File: src/core/i2ccs_pkg.sv
package i2ccs_pkg;
    // ---------------------------------------------------------------
    // register map (byte addresses, word aligned)
    // ---------------------------------------------------------------
    localparam logic [31:0] CONTROL_SET_OFFS   = 32'h400a_1000;
    localparam logic [31:0] CONTROL_CLEAR_OFFS = 32'h400a_1018;
    localparam logic [31:0] IRQ_STATUS_OFFS    = 32'h400a_1100;
    localparam logic [31:0] IRQ_ENABLE_OFFS    = 32'h400a_1104;
    localparam logic [31:0] IRQ_CLEAR_OFFS     = 32'h400a_1108;

    // ---------------------------------------------------------------
    // control bit positions and reset values
    // ---------------------------------------------------------------
    localparam int ACK_BIT   = 2;
    localparam int IFLAG_BIT = 3;
    localparam int STOP_BIT  = 4;
    localparam int START_BIT = 5;
    localparam int EN_BIT    = 6;
    localparam logic [4:0] CTRL_RESET = 5'h00;

    // interrupt status bit positions
    localparam int EV_START = 0;
    localparam int EV_STOP  = 1;
    localparam int EV_IFLAG = 2;
    localparam logic [2:0] IRQ_RESET = 3'h0;

    // control bits carried together
    typedef struct packed {
        logic enable;
        logic start;
        logic stop;
        logic iflag;
        logic ack;
    } i2ccs_ctrl_t;

    typedef struct packed {
        logic [31:0] addr;
        logic [31:0] wdata;
        logic        wr;
        logic        rd;
    } i2ccs_bus_t;

    typedef enum logic [1:0] {
        ST_IDLE   = 2'b00,
        ST_START  = 2'b01,
        ST_MASTER = 2'b11,
        ST_STOP   = 2'b10
    } i2ccs_state_t;
endpackage

File: src/core/i2ccs_top.sv
// Our own choice: strobed register access.
`timescale 1ns/100ps
// Contract
// writing one to a control set bit sets it; zero leaves it unchanged
// ack bit 2, flag 3, stop 4, start 5, enable 6; 3..6 reset zero
// software writes zeros to reserved bits; their read value is undefined
// enable bit turns the interface on; enable-clear write resets it
// while disabled: ignore bus inputs, stay unaddressed, stop held zero
// software should release the bus with the ack flag, not enable
// start request enters master and sends start, or repeated start
// reading control set returns the current implemented control bits
module i2ccs_top
    import i2ccs_pkg::*;
(
    input  wire logic        REF_CLK,
    input  wire logic        RESET_N,
    input  wire logic        CLK_EN,
    input  wire logic [31:0] ADDR,
    input  wire logic [31:0] WDATA,
    input  wire logic        WR,
    input  wire logic        RD,
    output logic      [31:0] RDATA,
    input  wire logic        SCL_IN,
    input  wire logic        SDA_IN,
    output logic             SCL_OE_N,
    output logic             SDA_OE_N,
    output logic             MASTER,
    output logic             ADDRESSED,
    output logic             IRQ
);
    import i2ccs_pkg::*;

    // ---------------------------------------------------------------
    // bus capture
    // ---------------------------------------------------------------
    i2ccs_bus_t  bus;
    i2ccs_ctrl_t ctrl_q;
    i2ccs_ctrl_t ctrl_d;
    i2ccs_state_t state_q;
    logic [2:0]  irq_stat_q;
    logic [2:0]  irq_en_q;
    logic [1:0]  scl_sync_q;
    logic [1:0]  sda_sync_q;
    logic        scl_prev_q;
    logic        sda_prev_q;
    logic        wr_set;
    logic        wr_clr;
    logic        bus_start;
    logic        bus_stop;
    logic        start_ev;
    logic        stop_ev;

    assign bus = '{addr: ADDR, wdata: WDATA, wr: WR, rd: RD};
    assign wr_set = bus.wr && bus.addr == CONTROL_SET_OFFS;
    assign wr_clr = bus.wr && bus.addr == CONTROL_CLEAR_OFFS;

    // ---------------------------------------------------------------
    // pin synchronisers
    // ---------------------------------------------------------------
    // two stages each; only stage two feeds edge logic
    always_ff @(posedge REF_CLK or negedge RESET_N) begin
        if (!RESET_N) begin
            scl_sync_q <= 2'h3;
            sda_sync_q <= 2'h3;
            scl_prev_q <= 1'b1;
            sda_prev_q <= 1'b1;
        end else if (CLK_EN) begin
            scl_sync_q <= {scl_sync_q[0], SCL_IN};
            sda_sync_q <= {sda_sync_q[0], SDA_IN};
            scl_prev_q <= scl_sync_q[1];
            sda_prev_q <= sda_sync_q[1];
        end
    end

    // bus conditions seen only while enabled; inputs ignored otherwise
    // clock must be high on both sides of the data edge, so a data edge that
    // races a clock edge through the synchronisers is not taken as a condition
    assign bus_start = ctrl_q.enable && scl_prev_q && scl_sync_q[1] &&
                       sda_prev_q && !sda_sync_q[1];
    assign bus_stop  = ctrl_q.enable && scl_prev_q && scl_sync_q[1] &&
                       !sda_prev_q && sda_sync_q[1];

    // ---------------------------------------------------------------
    // control register
    // ---------------------------------------------------------------
    // next value: clear writes knock bits out, events set, set writes OR in ones
    always_comb begin
        ctrl_d = ctrl_q;
        if (wr_clr) begin
            ctrl_d.ack    = ctrl_d.ack    & ~bus.wdata[ACK_BIT];
            ctrl_d.iflag  = ctrl_d.iflag  & ~bus.wdata[IFLAG_BIT];
            ctrl_d.start  = ctrl_d.start  & ~bus.wdata[START_BIT];
            ctrl_d.enable = ctrl_d.enable & ~bus.wdata[EN_BIT];
        end
        if (start_ev || stop_ev) begin
            ctrl_d.iflag = 1'b1;
        end
        if (stop_ev) begin
            ctrl_d.stop = 1'b0;
        end
        if (wr_set) begin
            ctrl_d.ack    = ctrl_d.ack    | bus.wdata[ACK_BIT];
            ctrl_d.iflag  = ctrl_d.iflag  | bus.wdata[IFLAG_BIT];
            ctrl_d.stop   = ctrl_d.stop   | bus.wdata[STOP_BIT];
            ctrl_d.start  = ctrl_d.start  | bus.wdata[START_BIT];
            ctrl_d.enable = ctrl_d.enable | bus.wdata[EN_BIT];
        end
        // applied last so a set write cannot sneak a stop past a disable
        if (!ctrl_d.enable) begin
            ctrl_d.stop = 1'b0;
        end
    end

    // one flop bank for all control bits; set wins a tie with clear
    always_ff @(posedge REF_CLK or negedge RESET_N) begin
        if (!RESET_N) begin
            ctrl_q <= CTRL_RESET;
        end else if (CLK_EN) begin
            ctrl_q <= ctrl_d;
        end
    end

    // ---------------------------------------------------------------
    // master sequencer
    // ---------------------------------------------------------------
    // a start request from idle or mid-transfer drives start; from master it
    // becomes a repeated start, since the state already holds master
    assign start_ev = ctrl_q.enable && ctrl_q.start &&
                      (state_q == ST_IDLE || state_q == ST_MASTER);
    // a pending start outranks a stop, so the stop waits instead of being lost
    assign stop_ev  = ctrl_q.enable && ctrl_q.stop && !ctrl_q.start &&
                      state_q == ST_MASTER;

    always_ff @(posedge REF_CLK or negedge RESET_N) begin
        if (!RESET_N) begin
            state_q <= ST_IDLE;
        end else if (CLK_EN) begin
            if (!ctrl_q.enable) begin
                state_q <= ST_IDLE;
            end else begin
                case (state_q)
                    ST_IDLE:   if (start_ev) state_q <= ST_START;
                    ST_START:  state_q <= ST_MASTER;
                    ST_MASTER: begin
                        if (start_ev) begin
                            state_q <= ST_START;
                        end else if (stop_ev) begin
                            state_q <= ST_STOP;
                        end
                    end
                    ST_STOP:   state_q <= ST_IDLE;
                    default:   state_q <= ST_IDLE;
                endcase
            end
        end
    end

    // ---------------------------------------------------------------
    // pin drive and status outputs
    // ---------------------------------------------------------------
    // active-low enables: sda pulled low during start, released otherwise
    always_ff @(posedge REF_CLK or negedge RESET_N) begin
        if (!RESET_N) begin
            SDA_OE_N  <= 1'b1;
            SCL_OE_N  <= 1'b1;
            MASTER    <= 1'b0;
            ADDRESSED <= 1'b0;
        end else if (CLK_EN) begin
            SDA_OE_N  <= !(state_q == ST_START);
            SCL_OE_N  <= 1'b1;
            MASTER    <= ctrl_q.enable && state_q != ST_IDLE;
            // slave addressing lives outside; disabled means never addressed
            if (!ctrl_q.enable || bus_stop) begin
                ADDRESSED <= 1'b0;
            end else if (bus_start && state_q == ST_IDLE) begin
                ADDRESSED <= 1'b1;
            end
        end
    end

    // ---------------------------------------------------------------
    // interrupts
    // ---------------------------------------------------------------
    // sticky; a new event in the clear cycle survives
    always_ff @(posedge REF_CLK or negedge RESET_N) begin
        if (!RESET_N) begin
            irq_stat_q <= IRQ_RESET;
            irq_en_q   <= IRQ_RESET;
        end else if (CLK_EN) begin
            if (bus.wr && bus.addr == IRQ_ENABLE_OFFS) begin
                irq_en_q <= bus.wdata[2:0];
            end
            irq_stat_q <= (irq_stat_q &
                           ~((bus.wr && bus.addr == IRQ_CLEAR_OFFS) ? bus.wdata[2:0] : 3'h0))
                          | {ctrl_q.iflag, stop_ev, start_ev};
        end
    end

    always_ff @(posedge REF_CLK or negedge RESET_N) begin
        if (!RESET_N) begin
            IRQ <= 1'b0;
        end else if (CLK_EN) begin
            IRQ <= |(irq_stat_q & irq_en_q);
        end
    end

    // ---------------------------------------------------------------
    // read port
    // ---------------------------------------------------------------
    // data valid only in the cycle after the strobe; reserved bits read zero
    always_ff @(posedge REF_CLK or negedge RESET_N) begin
        if (!RESET_N) begin
            RDATA <= 32'h0000_0000;
        end else if (CLK_EN) begin
            RDATA <= 32'h0000_0000;
            if (bus.rd) begin
                case (bus.addr)
                    CONTROL_SET_OFFS: RDATA <= {25'h0, ctrl_q, 2'h0};
                    IRQ_STATUS_OFFS:  RDATA <= {29'h0, irq_stat_q};
                    IRQ_ENABLE_OFFS:  RDATA <= {29'h0, irq_en_q};
                    default:          RDATA <= 32'h0000_0000;
                endcase
            end
        end
    end
endmodule

File: config.mk
export PLATFORM = sky130hd
export DESIGN_NAME = i2ccs_top
export DESIGN_NICKNAME = d
export VERILOG_FILES = /design/src/core/i2ccs_pkg.sv /design/src/core/i2ccs_top.sv
export SDC_FILE = /design/constraint.sdc
export NUM_CORES = 1
export LEC_CHECK = 0
export ABC_AREA = 1
export BUFFER_PORTS_ARGS = -buffer_cell sky130_fd_sc_hd__buf_2
export CORE_MARGIN = 2
export CORE_UTILIZATION = 35
export DETAILED_ROUTE_END_ITERATION = 7
export PLACE_DENSITY = 0.61
export SLEW_MARGIN = 40
export SYNTH_ARGS = -nofsm -noshare
export SYNTH_HDL_FRONTEND = slang
export SYNTH_SLANG_ARGS = --single-unit
export TNS_END_PERCENT = 30
File: constraint.sdc
create_clock -name REF_CLK -period 2.1 [get_ports REF_CLK]
set_clock_uncertainty 0.1 [all_clocks]
set_input_delay 0.315 -clock REF_CLK [delete_from_list [all_inputs] [get_ports REF_CLK]]
set_output_delay 0.315 -clock REF_CLK [all_outputs]
set_load 0.005 [all_outputs]
==> impl_results.md, run 1 <==
- Outcome: finished, final reports clean
- GPL Wtd Cong: 0.802
- Mapped Cells: 297
- Routed WL per cell: 10.3 um
- Cell row count: 27
- Worst-margin pin slew: 0.689 ns
- Via density: 4.36
- Routed Wire Length: 4420 um
- M1 wire length: 2180 um
- CTS resizes: 0
- Fillers: 607
- Hold Path Origin: SCL_IN
- CP Class: reg2reg
- Initial DRC Count: 119
- Worst path most repeated cell: inv_1
- TritonRoute pass-1 iters: 4
- Worst-Skew Late Latency: 0.29 ns
- Critical path's largest stage delay: 0.41 ns
- Leak pwr: 1.32 nW
- Worst-case clock buffer depth: 2
- Routed wl met3: 205 um
- # Max-Cap Violations: 0
- Achievable Freq: 626 MHz
- Gr usage total: 15.3%
- Arrival @ worst endpoint: 1.65 ns
- Initial antenna violation count: 0
- Chip height: 80.6 um
- Top Metal Used: met4
- Worst-path clk slew: 0.06 ns
- Place WS: 0.499 ns
- First-pass GRT wire length: 7820 um
- Routed Antenna Nets: 0
- Post-synth top cells: nand2_1 (88), nor2_1 (40), inv_1 (34), buf_4 (26), dfrtp_1 (23)
- CP Data Required Time: 2.16 ns
- R2r setup slk: 0.50 ns
- Final Setup Violations: 0
- Remaining global-route overflow: 0
- CTS tree: done
- Synth Flop Type: dfrtp_1
- Vias in the first global route: 1767
- Util after Layout: 43.4%
- RSZ-0062 raised after global routing: no
- H-tree Lvls: 2
- CP Cell Sequence: inv_1 > ha_1 > nor2_1 > inv_1 > a31oi_1 > o22ai_1
- Pwr/cell area: 547 nW/um^2
- Number of flops mapped to enable cells by yosys: 0
- WP buf/inv: 2
- Area contributors post-synth: dfrtp_1 (28%), nand2_1 (16%), buf_4 (9.5%)
- N_diodes: 0
- Worst Path Max Fanout: 5
- Area grow syn2layout: 17.7%
- Final worst setup slack: 0.503 ns
- Worst Hold Slack: 0.120 ns
- Area leader, netlist: dfrtp_1
- Worst-case reg-to-reg path depth: 6
- CP Capture Type: register
- FF-to-FF End: state_q[1]
- Largest net degree at the start of global routing: 31
- Slew margin rel.: 54.0%
- CTS Buf Count: 5
- Yosys reg bits: 30
- Synthesized area: 2050 um^2
- Hold Violations, Final: 0
- Count leader, synth: nand2_1
- Peak VDD IR: 0.357 mV
- Starting density of the core: 36.9%
- DIE AREA: 6500 um^2
- Final Max Slew Viols: 0
- Startpoint types: register
- Hold path cells: 3
- IO Count: 108
- Port bufs: 56
- Post-synth top area share: 28.0%
- Cell family with most CP delay: flip-flops
- Final setup TNS: 0 ns
- Tmin final: 1.60 ns
- Dpl hpwl: 3540 um
- Metal2 WL: 1950 um
- Slowest cell on the critical path: dfrtp_1
- Root Driver: clkbuf_8
- Clock Sinks: 30
- Share of layout cells above drive strength 1: 23.7%
- HP Class: in2reg
- Final nets: 433
- Seq/Total Area, Yosys: 37.0%
- Distinct cell type count after synthesis: 31
- Yosys Warn Count: 0
- Vias post-DR: 1880
- Hold EP: scl_sync_q[0]
- Async SR Flop Fraction: 100%
- Core area: 5570 um^2
- Die Width: 80.6 um
- Final period util: 76.0%
- Critical R2R Launch: state_q[1]
- Avg Cell Area, Syn: 6.92 um^2
- DRC viols: 0
## sequential cells by signal (all words and copies together) (netlist names), 2 cells and up, named ones only
signal / cells
scl_sync_q: 2
ctrl_q: 3
state_q: 2
irq_stat_q: 3
sda_sync_q: 2
irq_en_q: 3
RDATA: 7
## cell type report
class                           count  area [um^2]  share of cell area (%)
Clock buffer                        6         72.6                    3.00
Tap cell                           72         90.1                    3.72
Sequential cell                    30          759                    31.4
Multi-Input combinational cell    224         1030                    42.7
Clock inverter                      2         10.0                   0.414
Timing Repair Buffer               60          313                    12.9
Inverter                           37          141                    5.85
## worst register-to-register path: stages, from the launching register on
cell     delay, ns
dfrtp_1       0.41
inv_1         0.16
ha_1          0.25
nor2_1        0.13
inv_1         0.08
a31oi_1       0.23
o22ai_1       0.10
## metrics by stage
stage	cell area, um^2	power [W]	cells
2_1_floorplan	2140	0.000818	321
3_3_place_gp	2330	0.000882	422
3_5_place_dp	2330	0.000886	422
4_1_cts	2420	0.00134	431
5_1_grt	2420	0.00141	431
6_report	2420	0.00132	431
## per-layer routing
layer	vias up	GRT usage [%]
met5	-	0
met1	812	21.2
met4	0	6.44
li1	1005	-
met2	52	23.6
met3	11	2.70
## power breakdown
group          total [W]  internal, W  switching, W
combinational   0.000231    0.0000936      0.000137
clock           0.000446     0.000229      0.000217
sequential      0.000645     0.000622     0.0000230
total            0.00132     0.000944      0.000378
## worst max path at each step
stage / start / to / slack [ns] / cells after the start
global placement: ADDR[13] / irq_stat_q[2] / 0.52 / 9
detailed placement: ADDR[13] / irq_stat_q[2] / 0.50 / 9
finish: state_q[1] / state_q[1] / 0.50 / 6
CTS: state_q[1] / state_q[1] / 0.52 / 6
floorplan: state_q[1] / state_q[0] / 0.67 / 6
global route: state_q[1] / state_q[0] / 0.38 / 6
## cells in the final DEF (no fill, tap or decap), drive strengths merged
| cell | instances |
|---|---|
| o211ai | 1 |
| a21oi | 2 |
| a21o | 1 |
| conb | 26 |
| nand3 | 20 |
| nand2 | 90 |
| a31oi | 3 |
| nand4 | 6 |
| o21ai | 14 |
| clkbuf | 6 |
| and2b | 1 |
| clkinv | 3 |
| nor2 | 45 |
| inv | 36 |
| o31ai | 2 |
| dfstp | 7 |
| dlygate4sd3 | 1 |
| dfrtp | 23 |
| o22ai | 3 |
| ha | 4 |
| buf | 59 |
| nor3 | 5 |
| o21a | 1 |
## cells by family after synthesis
group | synth area share, %
AOI/OAI and AO/OA | 7.55
other | 0.366
buffers and inverters | 17.2
and+or+nand+nor | 35.5
DFF | 37.0
adders and majority gates | 2.44
## what timing repair did
item | 4_1_cts | 5_1_grt
endpoints found under the hold margin | 23 | 0
hold buffers | 1 | 0
buffers inserted | 0 | 0
Note: power is estimated with default switching activity, not from simulation.
==> run 2, diff against run 1 <==
==> constraint.sdc (replaced) <==
create_clock -name REF_CLK -period 1.5 [get_ports REF_CLK]
set_clock_uncertainty 0.1 [all_clocks]
set_input_delay 0.225 -clock REF_CLK [delete_from_list [all_inputs] [get_ports REF_CLK]]
set_output_delay 0.225 -clock REF_CLK [all_outputs]
set_load 0.005 [all_outputs]
==> impl_results.md, run 2 (synthesis gave the netlist of run 1 again) <==
- Outcome: finished, final reports clean
- Peak VDD IR: 0.580 mV (+63%)
- Startpoint types: register
- Routed WL per cell: 10.6 um (+3.1%)
- CP Class: reg2reg
- Vias post-DR: 1985 (+5.6%)
- Starting density of the core: 36.9% (unchanged)
- Util after Layout: 46.9% (+3.5 points)
- Via density: 4.48 (+2.7%)
- Final period util: 96.8% (+21 points)
- Final nets: 445 (+2.8%)
- Slowest cell on the critical path: dfrtp_1
- Initial antenna violation count: 0 (unchanged)
- Pwr/cell area: 834 nW/um^2 (+53%)
- Hold Violations, Final: 0 (unchanged)
- Vias in the first global route: 1824 (+3.2%)
- Top reg by flops: RDATA
- IO Count: 108 (unchanged)
- Area grow syn2layout: 27.2%
- Routed Wire Length: 4690 um (+6.0%)
- Most common cell after layout, fill and taps aside: nand2_1
- Area occupied by multi-input gates: 1090 um^2 (+6.1%)
- Switching pwr: 0.000570 W (+51%)
- Placed Instance Area: 2390 um^2 (+2.9%)
- Worst-case clock buffer depth: 2 (unchanged)
- Arrival @ worst endpoint: 1.50 ns (-0.15 ns)
- CP Cell Sequence: inv_2 > buf_4 > ha_4 > a21o_1 > a31oi_4 > o22ai_2
- Leak pwr: 1.40 nW (+5.9%)
- Share of layout cells above drive strength 1: 29.4% (+5.7 points)
- Final Setup Violations: 0 (unchanged)
- Seq pwr share: 41.5% (-7.3 points)
- Fillers: 596 (-1.8%)
- GPL Wtd Cong: 0.824 (+2.8%)
- Switching power share of the total: 26.1% (-2.5 points)
- Register area: 761 um^2 (+0.16%)
- Comb pwr share: 20.2% (+2.7 points)
- First-pass GRT wire length: 7770 um (-0.70%)
- Die Width: 80.6 um (unchanged)
- DIE AREA: 6500 um^2 (unchanged)
- Port bufs: 56 (unchanged)
- Fin area: 2610 um^2 (+8.1%)
- Worst Hold Slack: 0.0405 ns (-0.0797 ns)
- Worst Path Max Fanout: 3 (-2)
- Internal power: 0.00161 W (+71%)
- Cell row count: 27 (unchanged)
- TritonRoute pass-1 iters: 4 (unchanged)
- Critical path's largest stage delay: 0.36 ns (-0.05 ns)
- CTS tree: done
- Root Driver: clkbuf_8
- Dpl hpwl: 3640 um (+2.8%)
- Largest net degree at the start of global routing: 31 (unchanged)
- Initial DRC Count: 69 (-42%)
- Final Max Slew Viols: 0 (unchanged)
- Max reg flops: 7 (unchanged)
- Chip height: 80.6 um (unchanged)
- Routed Antenna Nets: 0 (unchanged)
- # Max-Cap Violations: 0 (unchanged)
- Remaining global-route overflow: 0 (unchanged)
- N_diodes: 0 (unchanged)
- Gr usage total: 15.2% (-0.19 points)
- Worst-path clk slew: 0.06 ns (about the same)
- Core area: 5570 um^2 (unchanged)
- CP Capture Type: register
- Clock Sinks: 30 (unchanged)
- Final Power: 0.00218 W (+65%)
- CP Data Required Time: 1.55 ns (-0.61 ns)
- CTS Buf Count: 5 (unchanged)
- HP Class: in2reg
- DRC viols: 0 (unchanged)
- Most frequent cells in the layout: nand2_1 (87), buf_2 (56), nor2_1 (39)
- Tmin final: 1.45 ns (-0.145 ns)
- Achievable Freq: 689 MHz (+10%)
- H-tree Lvls: 2 (unchanged)
- Clock share of power: 38.3% (+4.5 points)
- Worst-Skew Late Latency: 0.28 ns (about the same)
-- run 2: worst paths after layout --
| check | from | endpoint | slack [ns] | depth (start not counted) |
|---|---|---|---|---|
| min | SCL_IN | scl_sync_q[0] | 0.04 | 3 |
| max | state_q[0] | state_q[0] | 0.05 | 6 |
| max reg2reg | state_q[0] | state_q[0] | 0.05 | 6 |
| min reg2reg | scl_prev_q | scl_prev_q | 0.36 | 2 |
| max in group asynchronous | RESET_N | SDA_OE_N | 0.59 | 3 |
| min in group asynchronous | RESET_N | RDATA[3] | 0.39 | 3 |
-- run 2: per-layer routing --
metal  global-route usage (%)  wire, um  vias up
met5                        0         0        -
met3                     3.03       197        4
met1                     20.1      2250      903
met4                     4.07        48        0
li1                         -         -     1029
met2                     25.1      2200       49
-- run 2: critical path: cells and delay by family, from the launching register on --
kind,cells,cell delay [ns]
AO/OA/AOI/OAI,3,0.51
adder cells (fa/ha/maj),1,0.16
buffers and inverters,2,0.20
flip-flops,1,0.36
-- run 2: power groups by stage --
stage	clock [W]	combinational, W	sequential (W)
final	0.000834	0.000441	0.000906
after global routing	0.000888	0.000507	0.000913
after CTS	0.000854	0.000368	0.000899
after detailed placement	0	0.000365	0.000913
after global placement	0	0.000361	0.000912
after floorplan	0	0.000234	0.000912
-- run 2: stage by stage --
step	setup slack (ns)	setup TNS [ns]	cells
finish	0.0477	0	443
detailed placement	-0.0159	-0.0338	431
floorplan	0.0732	0	321
global route	-0.0270	-0.0309	443
global placement	-0.00409	-0.00409	431
CTS	0.0301	0	440
-- run 2: layout make-up --
cell class | instances | area share (%)
sequential | 30 | 29.1
multi-input combinational | 224 | 41.9
clock inverter | 1 | 1.15
tap | 72 | 3.45
timing repair buffer | 72 | 15.7
clock buffer | 7 | 3.30
inverter | 37 | 5.41
-- run 2: what timing repair did --
action                                  in CTS  in global routing
hold buffers                                 1                  0
resized for setup                            0                 17
hold endpoints to repair                    23                  0
endpoints found under the setup margin       0                  3
buffers inserted                             0                  3
